[src/include/pwg_defs.vh]
/*
  Constants for the parameter write guard and direction lock block:
  bus offsets, parameter slots, reset values, selector codes and
  status bit positions.
  Assumes inclusion by bare name from the design file.
*/
`ifndef PWG_DEFS_VH
`define PWG_DEFS_VH

// Register byte offsets on the bus.
`define PWG_OFS_PWRITE   8'h00
`define PWG_OFS_PCLEAR   8'h04
`define PWG_OFS_STATUS   8'h08
`define PWG_OFS_PREAD    8'h40
`define PWG_AMASK_PREAD  8'hc0

// Field positions of the parameter write and parameter clear words.
`define PWG_PW_IDX_HI    19
`define PWG_PW_IDX_LO    16
`define PWG_PW_VAL_HI    15
`define PWG_PW_VAL_LO    0
`define PWG_PC_CLEAR     0
`define PWG_PC_ALLCLR    1

// Parameter slot numbers.
`define PWG_P_WGUARD     4'h0
`define PWG_P_DIRLOCK    4'h1
`define PWG_P_RSTSEL     4'h2
`define PWG_P_OPMODE     4'h3
`define PWG_P_ALWAYS_A   4'h4
`define PWG_P_PROT_B     4'h5
`define PWG_P_METHOD     4'h6
`define PWG_NPARAM       16

// Reset values.
`define PWG_DFLT_RSTSEL  16'h000e
`define PWG_DFLT_OTHER   16'h0000

// Selector codes.
`define PWG_GUARD_PANEL  16'h0000
`define PWG_GUARD_LOCKED 16'h0001
`define PWG_GUARD_OPEN   16'h0002
`define PWG_LOCK_NONE    16'h0000
`define PWG_LOCK_REV     16'h0001
`define PWG_LOCK_FWD     16'h0002
`define PWG_METH_SPEED   16'h0000
`define PWG_METH_TORQUE  16'h0001
`define PWG_METH_POS     16'h0002
`define PWG_OPM_EXTSW    16'h0000
`define PWG_OPM_PANEL    16'h0001
`define PWG_OPM_EXT      16'h0002
`define PWG_OPM_COMB1    16'h0003
`define PWG_OPM_COMB2    16'h0004
`define PWG_RSTSEL_ANY   16'h000e
`define PWG_RSTSEL_MODE  16'h0002

// Status bit positions.
`define PWG_ST_REJECT    0
`define PWG_ST_RUNNING   1
`define PWG_ST_PSTOP     2
`define PWG_ST_MODE_LO   3
`define PWG_ST_SHUTOFF   7

`endif

[src/rtl/pwg_guard_lock.v]
/*
  Parameter write guard, rotation direction lock, operator panel stop
  and reset terminal handling of a motor drive, with an AHB-Lite slave.
  Assumes a single 40 MHz clock, inputs synchronous to it, and a drive
  core that reports running, speed and fault state.
*/
`timescale 1ns/100ps
`default_nettype none
`include "pwg_defs.vh"

// Notes on behaviour
// - Guard 0: writes only while stopped in panel operation mode, or to the reset/stop selection.
// - Guard 1: writes refused except the always-writable set.
// - Guard 2: writes accepted while running, in any mode.
// - Guard 2: protected parameters still need the motor stopped.
// - Guard 1: parameter clear and all-clear are refused.
// - Guard 1: guard, reset/stop, mode select, parameter A stay writable.
// - Direction lock acts in every operation mode.
// - Lock 0 speed/torque: both starts valid, negative command reverses.
// - Lock 1 ignores reverse start; lock 2 ignores forward start.
// - Speed control with lock: negative command does not start rotation.
// - Torque with lock: negative gives nothing below start speed, else opposing torque.
// - Position lock 0: start inputs act as stroke limits.
// - Reset terminal during run shuts output off, clears thermal data.
// - Panel stop is also released by power-on or terminal reset.
// - Panel stop shows its indication and never raises the alarm.
// - Reset/stop selection is always writable and survives clears.
// - Default mode selection enters external mode at power on.
module pwg_guard_lock (
  // Clock and reset.
  input  wire        clk_i,
  input  wire        srst_i,
  // AHB-Lite slave.
  input  wire        hsel_i,
  input  wire [7:0]  haddr_i,
  input  wire [1:0]  htrans_i,
  input  wire        hwrite_i,
  input  wire [2:0]  hsize_i,
  input  wire        hready_i,
  input  wire [31:0] hwdata_i,
  output reg  [31:0] hrdata_o,
  output wire        hreadyout_o,
  output wire        hresp_o,
  // Start, reset and panel inputs.
  input  wire        forward_start_input_i,
  input  wire        reverse_start_input_i,
  input  wire        reset_terminal_input_i,
  input  wire        panel_stop_key_i,
  input  wire        panel_set_key_i,
  input  wire        mode_toggle_i,
  input  wire        comm_mode_req_i,
  // Drive core state.
  input  wire        motor_running_i,
  input  wire        analog_negative_i,
  input  wire        above_start_speed_i,
  input  wire        fault_i,
  // Drive core commands.
  output reg         run_o,
  output reg         dir_forward_o,
  output reg         torque_oppose_o,
  output reg         allow_forward_o,
  output reg         allow_reverse_o,
  output reg         output_shutoff_o,
  output reg         thermal_clear_o,
  output reg         panel_stop_indication_o,
  output reg         alarm_o
);

  localparam [3:0] MD_EXT   = 4'h1;
  localparam [3:0] MD_PANEL = 4'h2;
  localparam [3:0] MD_COMB  = 4'h4;
  localparam [3:0] MD_COMM  = 4'h8;

  reg  [3:0]  mode_q;
  reg  [3:0]  mode_d;
  reg         wr_pend_q;
  reg  [7:0]  wr_addr_q;
  reg         reject_q;
  reg         pstop_q;
  wire [15:0] prm_w [0:`PWG_NPARAM-1];
  wire [15:0] guard_w;
  wire [15:0] lock_w;
  wire [15:0] rstsel_w;
  wire [15:0] opsel_w;
  wire [15:0] meth_w;
  wire        addr_ph;
  wire        pw_req;
  wire        pc_req;
  wire [3:0]  pw_idx;
  wire        clr_req;
  reg         pw_ok;
  wire        clr_ok;
  wire        always_set;
  wire        protected_p;
  wire        stopped;
  wire        rst_ok;
  wire        pstop_ok;
  wire        fwd_ok;
  wire        rev_ok;

  assign guard_w  = prm_w[`PWG_P_WGUARD];
  assign lock_w   = prm_w[`PWG_P_DIRLOCK];
  assign rstsel_w = prm_w[`PWG_P_RSTSEL];
  assign opsel_w  = prm_w[`PWG_P_OPMODE];
  assign meth_w   = prm_w[`PWG_P_METHOD];
  assign stopped  = ~motor_running_i;

  // The slave always answers at once with OKAY.
  assign hreadyout_o = 1'b1;
  assign hresp_o     = 1'b0;
  assign addr_ph     = hsel_i & htrans_i[1] & hready_i;

  // Write requests are decoded in the data phase of the transfer.
  assign pw_req  = wr_pend_q & (wr_addr_q == `PWG_OFS_PWRITE);
  assign pc_req  = wr_pend_q & (wr_addr_q == `PWG_OFS_PCLEAR);
  assign pw_idx  = hwdata_i[`PWG_PW_IDX_HI:`PWG_PW_IDX_LO];
  assign clr_req = pc_req & (hwdata_i[`PWG_PC_CLEAR] |
                             hwdata_i[`PWG_PC_ALLCLR]);

  // Classify the target parameter.
  assign always_set  = (pw_idx == `PWG_P_WGUARD) |
                       (pw_idx == `PWG_P_RSTSEL) |
                       (pw_idx == `PWG_P_OPMODE) |
                       (pw_idx == `PWG_P_ALWAYS_A);
  assign protected_p = (pw_idx == `PWG_P_OPMODE) |
                       (pw_idx == `PWG_P_PROT_B);

  // Write guard decision for a parameter write.
  always @* begin
    case (guard_w)
      `PWG_GUARD_PANEL:
        pw_ok = (stopped & (mode_q == MD_PANEL)) |
                (pw_idx == `PWG_P_RSTSEL);
      `PWG_GUARD_LOCKED:
        pw_ok = always_set;
      `PWG_GUARD_OPEN:
        pw_ok = ~(motor_running_i & protected_p);
      default:
        pw_ok = 1'b0;
    endcase
  end

  // Clears are refused under guard 1 and while running.
  assign clr_ok = (guard_w != `PWG_GUARD_LOCKED) & stopped;

  // Parameter storage, one entry per slot; refused requests leave it alone.
  genvar g;
  generate
    for (g = 0; g < `PWG_NPARAM; g = g + 1) begin : g_prm
      localparam [15:0] DFLT = (g == `PWG_P_RSTSEL) ?
                               `PWG_DFLT_RSTSEL : `PWG_DFLT_OTHER;
      reg [15:0] val_q;
      always @(posedge clk_i) begin
        if (srst_i) begin
          val_q <= DFLT;
        end else if (pw_req & pw_ok & (pw_idx == g)) begin
          val_q <= hwdata_i[`PWG_PW_VAL_HI:`PWG_PW_VAL_LO];
        end else if (clr_req & clr_ok & (g != `PWG_P_RSTSEL)) begin
          val_q <= DFLT;
        end
      end
      assign prm_w[g] = val_q;
    end
  endgenerate

  // Bus address phase capture and read data.
  always @(posedge clk_i) begin
    if (srst_i) begin
      wr_pend_q <= 1'b0;
      wr_addr_q <= 8'h00;
      hrdata_o  <= 32'h0000_0000;
    end else begin
      wr_pend_q <= addr_ph & hwrite_i;
      if (addr_ph) begin
        wr_addr_q <= haddr_i;
      end
      if (addr_ph & ~hwrite_i) begin
        if ((haddr_i & `PWG_AMASK_PREAD) == `PWG_OFS_PREAD) begin
          hrdata_o <= {16'h0000, prm_w[haddr_i[5:2]]};
        end else if (haddr_i == `PWG_OFS_STATUS) begin
          hrdata_o <= {24'h00_0000, output_shutoff_o, mode_q,
                       pstop_q, motor_running_i, reject_q};
        end else begin
          hrdata_o <= 32'h0000_0000;
        end
      end
    end
  end

  // Result of the last write or clear request.
  always @(posedge clk_i) begin
    if (srst_i) begin
      reject_q <= 1'b0;
    end else if (pw_req) begin
      reject_q <= ~pw_ok;
    end else if (clr_req) begin
      reject_q <= ~clr_ok;
    end
  end

  // Operation mode; the default selection starts in external mode.
  always @* begin
    mode_d = mode_q;
    case (opsel_w)
      `PWG_OPM_PANEL: mode_d = MD_PANEL;
      `PWG_OPM_EXT:   mode_d = MD_EXT;
      `PWG_OPM_COMB1: mode_d = MD_COMB;
      `PWG_OPM_COMB2: mode_d = MD_COMB;
      default: begin
        if (stopped & comm_mode_req_i) begin
          mode_d = MD_COMM;
        end else if (stopped & mode_toggle_i) begin
          mode_d = (mode_q == MD_PANEL) ? MD_EXT : MD_PANEL;
        end else if (mode_q == MD_COMB) begin
          mode_d = MD_EXT;
        end
      end
    endcase
  end

  always @(posedge clk_i) begin
    if (srst_i) begin
      mode_q <= MD_EXT;
    end else begin
      mode_q <= mode_d;
    end
  end

  // Reset terminal acceptance follows the reset/stop selection.
  assign rst_ok = reset_terminal_input_i &
                  (~rstsel_w[0] | fault_i);
  // Panel stop key validity follows the reset/stop selection.
  assign pstop_ok = (rstsel_w >= `PWG_RSTSEL_ANY) |
                    ((rstsel_w >= `PWG_RSTSEL_MODE) &
                     (rstsel_w < `PWG_RSTSEL_ANY) &
                     ((mode_q == MD_PANEL) | (mode_q == MD_COMB)));

  // Panel stop latch; a new stop wins over a release in the same cycle.
  always @(posedge clk_i) begin
    if (srst_i) begin
      pstop_q <= 1'b0;
    end else if (panel_stop_key_i & pstop_ok & motor_running_i) begin
      pstop_q <= 1'b1;
    end else if (rst_ok) begin
      pstop_q <= 1'b0;
    end else if (panel_set_key_i & stopped &
                 ~forward_start_input_i & ~reverse_start_input_i) begin
      pstop_q <= 1'b0;
    end
  end

  // Start inputs qualified by the lock, regardless of mode.
  assign fwd_ok = forward_start_input_i &
                  (lock_w != `PWG_LOCK_FWD);
  assign rev_ok = reverse_start_input_i &
                  (lock_w != `PWG_LOCK_REV);

  // Drive commands, gated by panel stop and terminal reset.
  always @(posedge clk_i) begin
    if (srst_i) begin
      run_o                   <= 1'b0;
      dir_forward_o           <= 1'b0;
      torque_oppose_o         <= 1'b0;
      allow_forward_o         <= 1'b0;
      allow_reverse_o         <= 1'b0;
      output_shutoff_o        <= 1'b0;
      thermal_clear_o         <= 1'b0;
      panel_stop_indication_o <= 1'b0;
      alarm_o                 <= 1'b0;
    end else begin
      output_shutoff_o        <= rst_ok;
      thermal_clear_o         <= rst_ok;
      panel_stop_indication_o <= pstop_q;
      alarm_o                 <= fault_i & ~pstop_q;
      torque_oppose_o         <= 1'b0;
      allow_forward_o         <= 1'b0;
      allow_reverse_o         <= 1'b0;
      dir_forward_o           <= fwd_ok;
      run_o                   <= 1'b0;
      if (~pstop_q & ~rst_ok) begin
        if (meth_w == `PWG_METH_POS) begin
          run_o           <= fwd_ok | rev_ok;
          allow_forward_o <= fwd_ok;
          allow_reverse_o <= rev_ok;
        end else if (lock_w == `PWG_LOCK_NONE) begin
          run_o         <= fwd_ok | rev_ok;
          dir_forward_o <= fwd_ok ^ analog_negative_i;
        end else if (~analog_negative_i) begin
          run_o <= fwd_ok | rev_ok;
        end else if (meth_w == `PWG_METH_TORQUE) begin
          run_o           <= (fwd_ok | rev_ok) &
                             above_start_speed_i;
          torque_oppose_o <= (fwd_ok | rev_ok) &
                             above_start_speed_i;
        end else begin
          run_o <= 1'b0;
        end
      end
    end
  end

endmodule // pwg_guard_lock
`default_nettype wire

[config.mk]
export PLATFORM = sky130hd
export DESIGN_NAME = pwg_guard_lock
export DESIGN_NICKNAME = d
export VERILOG_FILES = /design/src/rtl/pwg_guard_lock.v
export VERILOG_INCLUDE_DIRS = /design/src /design/src/include
export SDC_FILE = /design/constraint.sdc
export NUM_CORES = 1
export LEC_CHECK = 0
export BUFFER_PORTS_ARGS = -buffer_cell sky130_fd_sc_hd__buf_2
export CAP_MARGIN = 20
export CORE_ASPECT_RATIO = 1.25
export CORE_MARGIN = 2
export CORE_UTILIZATION = 35
export CTS_CLUSTER_DIAMETER = 150
export CTS_CLUSTER_SIZE = 28
export DETAILED_ROUTE_END_ITERATION = 8
export PLACE_DENSITY = 0.6
export SYNTH_ARGS = -nofsm -noshare
export SYNTH_HDL_FRONTEND = slang
export SYNTH_SLANG_ARGS = --single-unit
[constraint.sdc]
create_clock -name clk_i -period 3.74 [get_ports clk_i]
set_clock_uncertainty 0.1 [all_clocks]
set_input_delay 0.561 -clock clk_i [delete_from_list [all_inputs] [get_ports clk_i]]
set_output_delay 0.561 -clock clk_i [all_outputs]
set_load 0.05 [all_outputs]
* Word level (Yosys, flattened, before mapping)
Cells that the tools add are included.
Word-level totals: register bits 311, logic and storage cells 198, output and inout bits 43, input port bits 61
Cells by class: order comparisons 4, reductions and logical operators 26, mux-type cells 39, equal/unequal tests 31, bitwise logic cells 68
Operators with widths (count):
- $mux W16 | 19
- $bmux W16 S4 | 1
- $eq A16 B2 Y1 const B | 4
- $eq A16 B1 Y1 const B | 3
- $and A1 B1 Y1 | 43
- $eq A4 B4 Y1 const B | 8
- $logic_not A16 Y1 | 2
- $ne A16 B1 Y1 const B | 2
- $reduce_bool A2 Y1 | 16
- $eq A4 B3 Y1 const B | 5
- $eq A16 B3 Y1 const B | 1
- $ge A16 B2 Y1 const B | 1
- $ge A16 B4 Y1 const B | 1
- $lt A16 B4 Y1 const B | 1
- $ne A16 B2 Y1 const B | 1
- $not A1 Y1 | 13
- $eq A4 B2 Y1 const B | 3
- $mux W1 | 12
- $mux W4 | 3
- $pmux W4 S3 | 1
- $or A1 B1 Y1 | 10
- $eq A8 B3 Y1 const B | 1
- $eq A8 B4 Y1 const B | 1
- $logic_not A8 Y1 | 1
- 14 further kinds | 15

* Longest topological paths before layout
Gate-level depths: netlist of run 1.
word-level depth 8, mapped depth 8, depth with buffers taken out 5

* Worst setup path after synthesis of run 1
Ideal clock, no wire load.
kind input to register, start point input haddr_i[2], end point register hrdata_o[7], path buffers 3, path slack 1.207 ns, required time 3.523 ns, library setup time 0.117 ns, arrival 2.316 ns, stages on the path 7, cells stage by stage buf_2 -> buf_2 -> buf_2 -> mux4_2 -> a21oi_1 -> o211ai_1 -> a22o_1
Between the ends: word-level cells in the longest chain between the ends 5
Ends and longest elaborated chain:
- start, declared | RTL line pwg_guard_lock.v:35 | input wire [7:0] haddr_i,
- $not A4 Y5 (implied by the code) | RTL line pwg_guard_lock.v:179 | hrdata_o <= {16'h0000, prm_w[haddr_i[5:2]]};
- $bmux W16 S4 | RTL line pwg_guard_lock.v:179
- $mux W16 (implied by the code) (2 in series) | RTL line pwg_guard_lock.v:179
- $mux W16 (*) | RTL line pwg_guard_lock.v:178 | if ((haddr_i & `PWG_AMASK_PREAD) == `PWG_OFS_PREAD) begin
- end signal, assigned | RTL line pwg_guard_lock.v:179
- end signal, assigned | RTL line pwg_guard_lock.v:181 | hrdata_o <= {24'h00_0000, output_shutoff_o, mode_q,
- end, declared | RTL line pwg_guard_lock.v:41 | output reg [31:0] hrdata_o,
Every way passes the cells marked *; elsewhere a longest branch is shown, timed or not. The select of a mux whose other input is x is not followed. A chain may end at the register's enable or synchronous reset.

* Worst setup path after layout of run 1
start point register g_prm[0].val_q[8], end point register g_prm[0].val_q[12]
Between the ends: word-level cells in the longest chain between the ends 5
Ends and longest elaborated chain:
- start, declared | RTL line pwg_guard_lock.v:152 | reg [15:0] val_q;
- start signal, assigned | RTL line pwg_guard_lock.v:157 | val_q <= hwdata_i[`PWG_PW_VAL_HI:`PWG_PW_VAL_LO];
- $eq A16 B2 Y1 (tied with other cells) | RTL line pwg_guard_lock.v:130 | case (guard_w)
- $pmux W1 S3 | RTL line pwg_guard_lock.v:130
- $and A1 B1 Y1 (2 in series) | RTL line pwg_guard_lock.v:156 | end else if (pw_req & pw_ok & (pw_idx == g)) begin
- $mux W16 or $reduce_bool A2 Y1 (tied branches)
Parallel ways exist; a longest one is shown, timed or not.

==> out/summary.md, run 1 <==
• count of nets left with antenna violations after detail routing: 0
• number of synthesized flops with an enable pin: 0
• most used flip-flop cell after synthesis: dfxtp_1
• sum of internal, switching and leakage power: 5.30 mW
• Placement Rows: 80
• I/O Pins: 104
• via/cell ratio: 5.33
• largest net degree at the start of global routing: 72
• slew at the pin closest to its max-slew limit: 879 ps
• P&R area growth vs syn: 7.21%
• ys async rst share: 0%
• combined area of all synthesized cells: 13,600 µm²
• CTS Hold Buffers Added: 0
• number of vias in the routed layout: 9,598
• number of endpoints failing setup at the final stage: 0
• number of antenna violations at the first check in global routing: 0
• height of the die: 224 µm
• Period minus WS final: 3300 ps
• max_cap viols: 0
• Final Routed Wirelength: 36.3 mm
• placed instance count: 1,785
• IR drop worst, VDD: 239 µV
• final clock period utilization by the worst path: 88.1%
• Gate Count Post-Synth: 1,304
• setup total negative slack: 0 ps
• CTS-repair resized insts: 0
• vias in the first global route: 9,539
• CTS Root Buffer Type: clkbuf_16
• relative max-transition margin: 41.2%
• detailed placer's ending HPWL: 23.9 mm
• class of the tightest hold or removal check: in2reg
• unrepaired setup endpoints after global routing: no
• drc violations: 0
• setup bufs post-CTS: 0
• Pre-antenna DRT Iters: 5
• number of synthesized register bits: 295
• distinct cell type count after synthesis: 61
• mean instance size in the synthesized netlist: 10.4 µm²
• overall track demand over capacity in global routing: 17.8%
• wire length of the first global-routing pass: 56.5 mm
• worst hold slack: 165 ps
• clock transition at the registers of the reported paths: 110 ps
• count of synthesis-stage warnings from yosys: 0
• Worst Path Max Fanout: 16
• start-to-end type of the worst setup path: reg2reg
• placed cell area: 14,200 µm²
• Die Area: 40,400 µm²
• status: completed
• core occupancy in the finished layout: 38.1%
• horizontal die dimension: 180 µm
• CP required: 4040 ps
• final-stage net count: 1,370
• # port buffers: 69
• Skew-Pair Late Insertion Delay: 500 ps
• leakage power: 6.67 nW
• area of the core: 38,200 µm²
• critical path endpoint category: flip-flop
• initial drt markers: 666
• final non-filler cell total: 1,801
• highest clock frequency the design can meet: 0.303 GHz
• clock buffers created by TritonCTS: 14
• effective utilization at floorplan: 35.5%
• arrival time at the worst endpoint: 3600 ps
• GRT Residual Overflow: 0
• register area share after synthesis: 43.4%
• post-detailed-route wirelength per cell: 20.1 µm
• antenna diode count: 0
• clock tree from TritonCTS: done
• FF-to-FF setup slack: 440 ps
• smallest setup slack after layout: 444 ps
• clock buffer depth: 3
• dpl ws: 367 ps
• Power Density: 364 nW/µm²
• routability congestion estimate from global placement: 0.840
• count of endpoints failing hold in the final timing report: 0
• H-tree depth reported by CTS: 1
• summed area of non-filler cells in the final layout: 14,600 µm²
• ratio of cells with drive above 1 in the final layout: 15.9%
• count of final max-slew check failures: 0
• total number of clock tree sinks: 295
• Critical Path Source Type: flip-flop
## cell type report
| cell class | count | area (µm²) |
|---|---|---|
| inverter | 20 | 75.1 |
| timing repair buffer | 95 | 606 |
| clock inverter | 1 | 16.3 |
| sequential | 295 | 5910 |
| tap | 492 | 616 |
| multi-input combinational | 883 | 6980 |
| fill | 3831 | 23700 |
| clock buffer | 15 | 375 |
## final timing paths
kind / startpoint / end / depth (start not counted)
worst min-delay path: fault_i / alarm_o$_SDFF_PP0_ / 2
worst max-delay path: g_prm[0].val_q[8]$_SDFFE_PP0P_ / g_prm[0].val_q[12]$_SDFFE_PP0P_ / 5
worst max register to register: g_prm[0].val_q[8]$_SDFFE_PP0P_ / g_prm[0].val_q[12]$_SDFFE_PP0P_ / 5
worst min register to register: g_prm[14].val_q[10]$_SDFFE_PP0P_ / g_prm[14].val_q[10]$_SDFFE_PP0P_ / 2
## routing by layer
metal / global-route usage (%) / part of all wire (%) / routed length [µm]
met3: 1.73 / 3.2 / 1170
met1: 23.3 / 45 / 16300
met2: 30.8 / 49 / 17700
met4: 5.85 / 3.1 / 1120
met5: 0 / 0 / 0
## cell usage in the layout, fill, tap and decap left out, types with 2 or more instances in the layout
cell / n
nand4_1: 7
clkbuf_16: 15
xnor2_1: 3
nor4b_1: 2
a211oi_1: 3
nor4b_2: 2
or3_1: 3
and2_1: 5
buf_2: 68
a21oi_1: 29
dfxtp_1: 295
nand4_4: 10
nand3_1: 16
o211ai_1: 13
mux4_2: 72
nand2b_1: 3
nor3_1: 8
nor4_1: 17
nor2b_1: 21
inv_1: 20
o21ai_1: 3
nand3_2: 4
buf_4: 22
nand2_1: 287
o21ai_0: 53
conb_1: 18
mux2i_1: 236
a22oi_1: 2
buf_12: 5
and3_1: 3
a22o_1: 8
nor2_1: 27
## where the power goes
| group | switching, mW | total (mW) | internal [mW] |
|---|---|---|---|
| clock | 1.02 | 1.75 | 0.734 |
| combinational | 0.287 | 0.391 | 0.104 |
| sequential | 0.00755 | 3.16 | 3.15 |
| total | 1.31 | 5.30 | 3.99 |
## cells in the mapped netlist, types with 13 or more instances
cell type,number,area share [%]
mux2i_1,236,17
nor2b_1,21,0.97
mux4_2,72,12
nor4_1,17,0.78
o21ai_0,53,2.0
nand3_1,16,0.59
clkbuf_1,56,1.5
o211ai_1,13,0.72
a21oi_1,30,1.1
buf_2,24,0.88
dfxtp_1,295,43
nor2_1,27,0.75
buf_4,21,1.2
nand2_1,287,7.9
inv_1,20,0.55
buf_6,14,1.2
## kinds of logic after synthesis
family	share of synthesized area (%)
AOI/OAI and AO/OA	5.74
DFF	43.4
xor gates and xnor gates	0.193
and+or+nand+nor	15.5
buffers and inverters	5.73
other	0.0552
muxes	29.3
## flip-flops by register name (all words and copies together) (netlist names)
| register | flops |
|---|---|
| thermal_clear_o | 1 |
| g_prm.val_q | 256 |
| allow_forward_o | 1 |
| wr_pend_q | 1 |
| wr_addr_q | 8 |
| allow_reverse_o | 1 |
| hrdata_o | 16 |
| torque_oppose_o | 1 |
| mode_q | 4 |
| run_o | 1 |
| panel_stop_indication_o | 1 |
| alarm_o | 1 |
| pstop_q | 1 |
| dir_forward_o | 1 |
| reject_q | 1 |
## critical path, stage by stage (launching register included)
cell and delay, ps:
dfxtp_1 360, nor4_1 710, and2_1 260, and2_1 500, nand4_1 810, o21ai_0 450
No activity file was read; power rests on OpenSTA's default activity.
==> run 2, diff against run 1 <==
--- a/config.mk
+++ b/config.mk
@@ -11,10 +11,12 @@
 export CORE_ASPECT_RATIO = 1.25
 export CORE_MARGIN = 2
 export CORE_UTILIZATION = 35
+export CTS_BUF_LIST = sky130_fd_sc_hd__clkbuf_8
 export CTS_CLUSTER_DIAMETER = 150
 export CTS_CLUSTER_SIZE = 28
 export DETAILED_ROUTE_END_ITERATION = 8
 export PLACE_DENSITY = 0.6
+export RECOVER_POWER = 25
 export SYNTH_ARGS = -nofsm -noshare
 export SYNTH_HDL_FRONTEND = slang
 export SYNTH_SLANG_ARGS = --single-unit
==> out/summary.md, run 2 (synthesis results as in run 1) <==
• CTS-repair resized insts: 0, unchanged
• Period minus WS final: 3350 ps, +54.8 ps
• status: finished, violations left
• worst hold slack: 90.4 ps, -74.1 ps
• worst reg-to-reg path cell count: 6, +1
• start-to-end type of the worst setup path: reg2reg
• final clock period utilization by the worst path: 89.6%, +1.5 points
• Hold Path Sink: alarm_o$_SDFF_PP0_
• Skew-Pair Late Insertion Delay: 570 ps, +70 ps
• number of flip-flops in the largest register: 256, unchanged
• cell internal power dissipation: 3.63 mW, -8.9%
• clock tree from TritonCTS: done
• relative max-transition margin: -12.0%, -53 points
• failing checks: max-capacitance violations, max-slew violations
• final non-filler cell total: 1,801, unchanged
• vias in the first global route: 9,520, -0.20%
• slew at the pin closest to its max-slew limit: 1680 ps, +801 ps
• overall track demand over capacity in global routing: 17.8%, -0.024 points
• net switching power: 1.27 mW, -3.4%
• Worst path top cell family by delay: simple AND/OR/NAND/NOR gates
• Critical R2R Capture: g_prm[5].val_q[10]$_SDFFE_PP0P_
• antenna diode count: 0, unchanged
• I/O Pins: 104, unchanged
• hold path startpoint: fault_i
• IR drop worst, VDD: 250 µV, +4.7%
• P&R area growth vs syn: 5.49%
• cell count of the worst hold path: 2, unchanged
• Pre-antenna DRT Iters: 5, unchanged
• clock network fraction of total power: 27.5%, -5.5 points
• height of the die: 224 µm, unchanged
• setup bufs post-CTS: 0, unchanged
• drc violations: 0, unchanged
• CP required: 4040 ps, about the same
• initial drt markers: 663, -0.45%
• Largest Register: g_prm.val_q
• clock buffers created by TritonCTS: 14, unchanged
• Die Area: 40,400 µm², unchanged
• power share of the combinational group: 7.9%, +0.5 points
• setup total negative slack: 0 ps, unchanged
• Worst Path Max Fanout: 16, unchanged
• # port buffers: 69, unchanged
• post-detailed-route wirelength per cell: 20.1 µm, -0.31%
• horizontal die dimension: 180 µm, unchanged
• max_cap viols: 1, +1
• CTS Hold Buffers Added: 0, unchanged
• routability congestion estimate from global placement: 0.840, unchanged
• power share of the sequential group: 64.5%, +4.9 points
• count of buffering cells on the critical path with inverters included: 1, +1
• Critical Path Source Type: flip-flop
• total number of clock tree sinks: 295, unchanged
• detailed placer's ending HPWL: 23.9 mm, unchanged
• Power Density: 342 nW/µm², -6.0%
• count of endpoints failing hold in the final timing report: 0, unchanged
• number of endpoints failing setup at the final stage: 0, unchanged
• leakage power: 6.47 nW, -3.0%
• wire length of the first global-routing pass: 56.4 mm, -0.17%
• registers with the most flip-flops: g_prm.val_q: 256 flops, hrdata_o: 16 flops, wr_addr_q: 8 flops
• clock transition at the registers of the reported paths: 180 ps, +70 ps
• final-stage net count: 1,370, unchanged
• top library cells by usage in the layout, fill and taps aside: 295 x dfxtp_1, 287 x nand2_1, 236 x mux2i_1
• number of vias in the routed layout: 9,638, +0.42%
• most common library cell in the layout ignoring fill and taps: dfxtp_1
• area of the core: 38,200 µm², unchanged
• placed instance count: 1,785, unchanged
• effective utilization at floorplan: 35.5%, unchanged
• critical path endpoint category: flip-flop
• H-tree depth reported by CTS: 1, unchanged
• Reg-to-Reg Start: g_prm[0].val_q[8]$_SDFFE_PP0P_
• FF-to-FF setup slack: 390 ps, -50 ps
• ratio of cells with drive above 1 in the final layout: 13.5%, -2.4 points
• Placement Rows: 80, unchanged
• CTS Root Buffer Type: clkbuf_8
• dpl ws: 367 ps, unchanged
• list of cells traversed by the critical path: nor4_1 -> nand4_1 -> nor4b_1 -> nand3_2 -> clkbuf_2 -> mux2i_1
• largest net degree at the start of global routing: 72, unchanged
• arrival time at the worst endpoint: 3650 ps, +50 ps
• summed area of non-filler cells in the final layout: 14,300 µm², -1.6%
• share of total power consumed by net switching: 25.9%, +1.1 points
• cell with the biggest individual delay on the critical path: nor4b_1
• unrepaired setup endpoints after global routing: no
• count of final max-slew check failures: 32, +32
• class of the tightest hold or removal check: in2reg
• GRT Residual Overflow: 0, unchanged
• via/cell ratio: 5.35, +0.42%
• number of antenna violations at the first check in global routing: 0, unchanged
• Final Routed Wirelength: 36.2 mm, -0.31%
• clock buffer depth: 3, unchanged
• count of nets left with antenna violations after detail routing: 0, unchanged
• placed cell area: 14,200 µm², unchanged
• crit-path max cell delay: 930 ps, +120 ps
• smallest setup slack after layout: 389 ps, -54.8 ps
• highest clock frequency the design can meet: 0.298 GHz, -1.6%
-- run 2: cell types whose count changed in the layout (fill, tap and decap cells not counted) --
cell       previous run  this run
and2_1                5         4
o21ai_0              53        54
clkbuf_1              0        30
nor4b_1               2         3
buf_2                68        41
clkbuf_8              0        15
o21ai_1               3         2
buf_4                22        17
clkbuf_16            15         0
and2_0                0         1
nor4b_4               1         0
clkbuf_2              0         2
-- run 2: metrics by stage --
stage	power (mW)	util (%)
final	4.90	37.5
after detailed placement	3.62	37.1
after CTS	4.94	37.7
after global placement	3.62	37.1
after global routing	5.06	37.5
after floorplan	3.52	-
-- run 2: cell type report --
cell class / count / area, µm²
clock buffers: 15 / 206
clock inverters: 1 / 16.3
fillers: 3874 / 23900
inverters: 20 / 75.1
multi-input cells: 883 / 6960
flip-flops and latches: 295 / 5910
well taps: 492 / 616
repair buffers: 95 / 556
-- run 2: worst reg2reg max path, cell delays in order (launching register included) --
cell and delay [ps]:
dfxtp_1 370, nor4_1 720, nand4_1 190, nor4b_1 930
nand3_2 120, clkbuf_2 520, mux2i_1 250
-- run 2: how the worst max path moves through the flow --
stage	startpoint	endpoint	depth (start not counted)	slack [ps]
finish	g_prm[0].val_q[8]$_SDFFE_PP0P_	g_prm[5].val_q[10]$_SDFFE_PP0P_	6	390
global route	g_prm[0].val_q[15]$_SDFFE_PP0P_	g_prm[5].val_q[1]$_SDFFE_PP0P_	6	150
CTS	g_prm[0].val_q[8]$_SDFFE_PP0P_	g_prm[0].val_q[12]$_SDFFE_PP0P_	5	510
global placement	motor_running_i	g_prm[0].val_q[13]$_SDFFE_PP0P_	7	490
detailed placement	motor_running_i	g_prm[0].val_q[12]$_SDFFE_PP0P_	7	370
floorplan	haddr_i[2]	hrdata_o[7]$_SDFFE_PP0P_	7	1210
-- run 2: routing by layer --
layer	vias up	routed length (µm)	GRT usage, %	share of wire [%]
met2	244	17600	30.8	49
met1	4786	15900	23.3	44
met4	0	1150	5.83	3.2
li1	4551	-	-	-
met5	-	0	0	0
met3	57	1490	1.64	4.1
-- run 2: power by group through the flow --
stage               sequential (mW)  combinational, mW  clock (mW)
detailed placement             3.23              0.392           0
global route                   3.17              0.417        1.48
floorplan                      3.24              0.279           0
global placement               3.23              0.390           0
finish                         3.16              0.388        1.35
CTS                            3.16              0.393        1.38
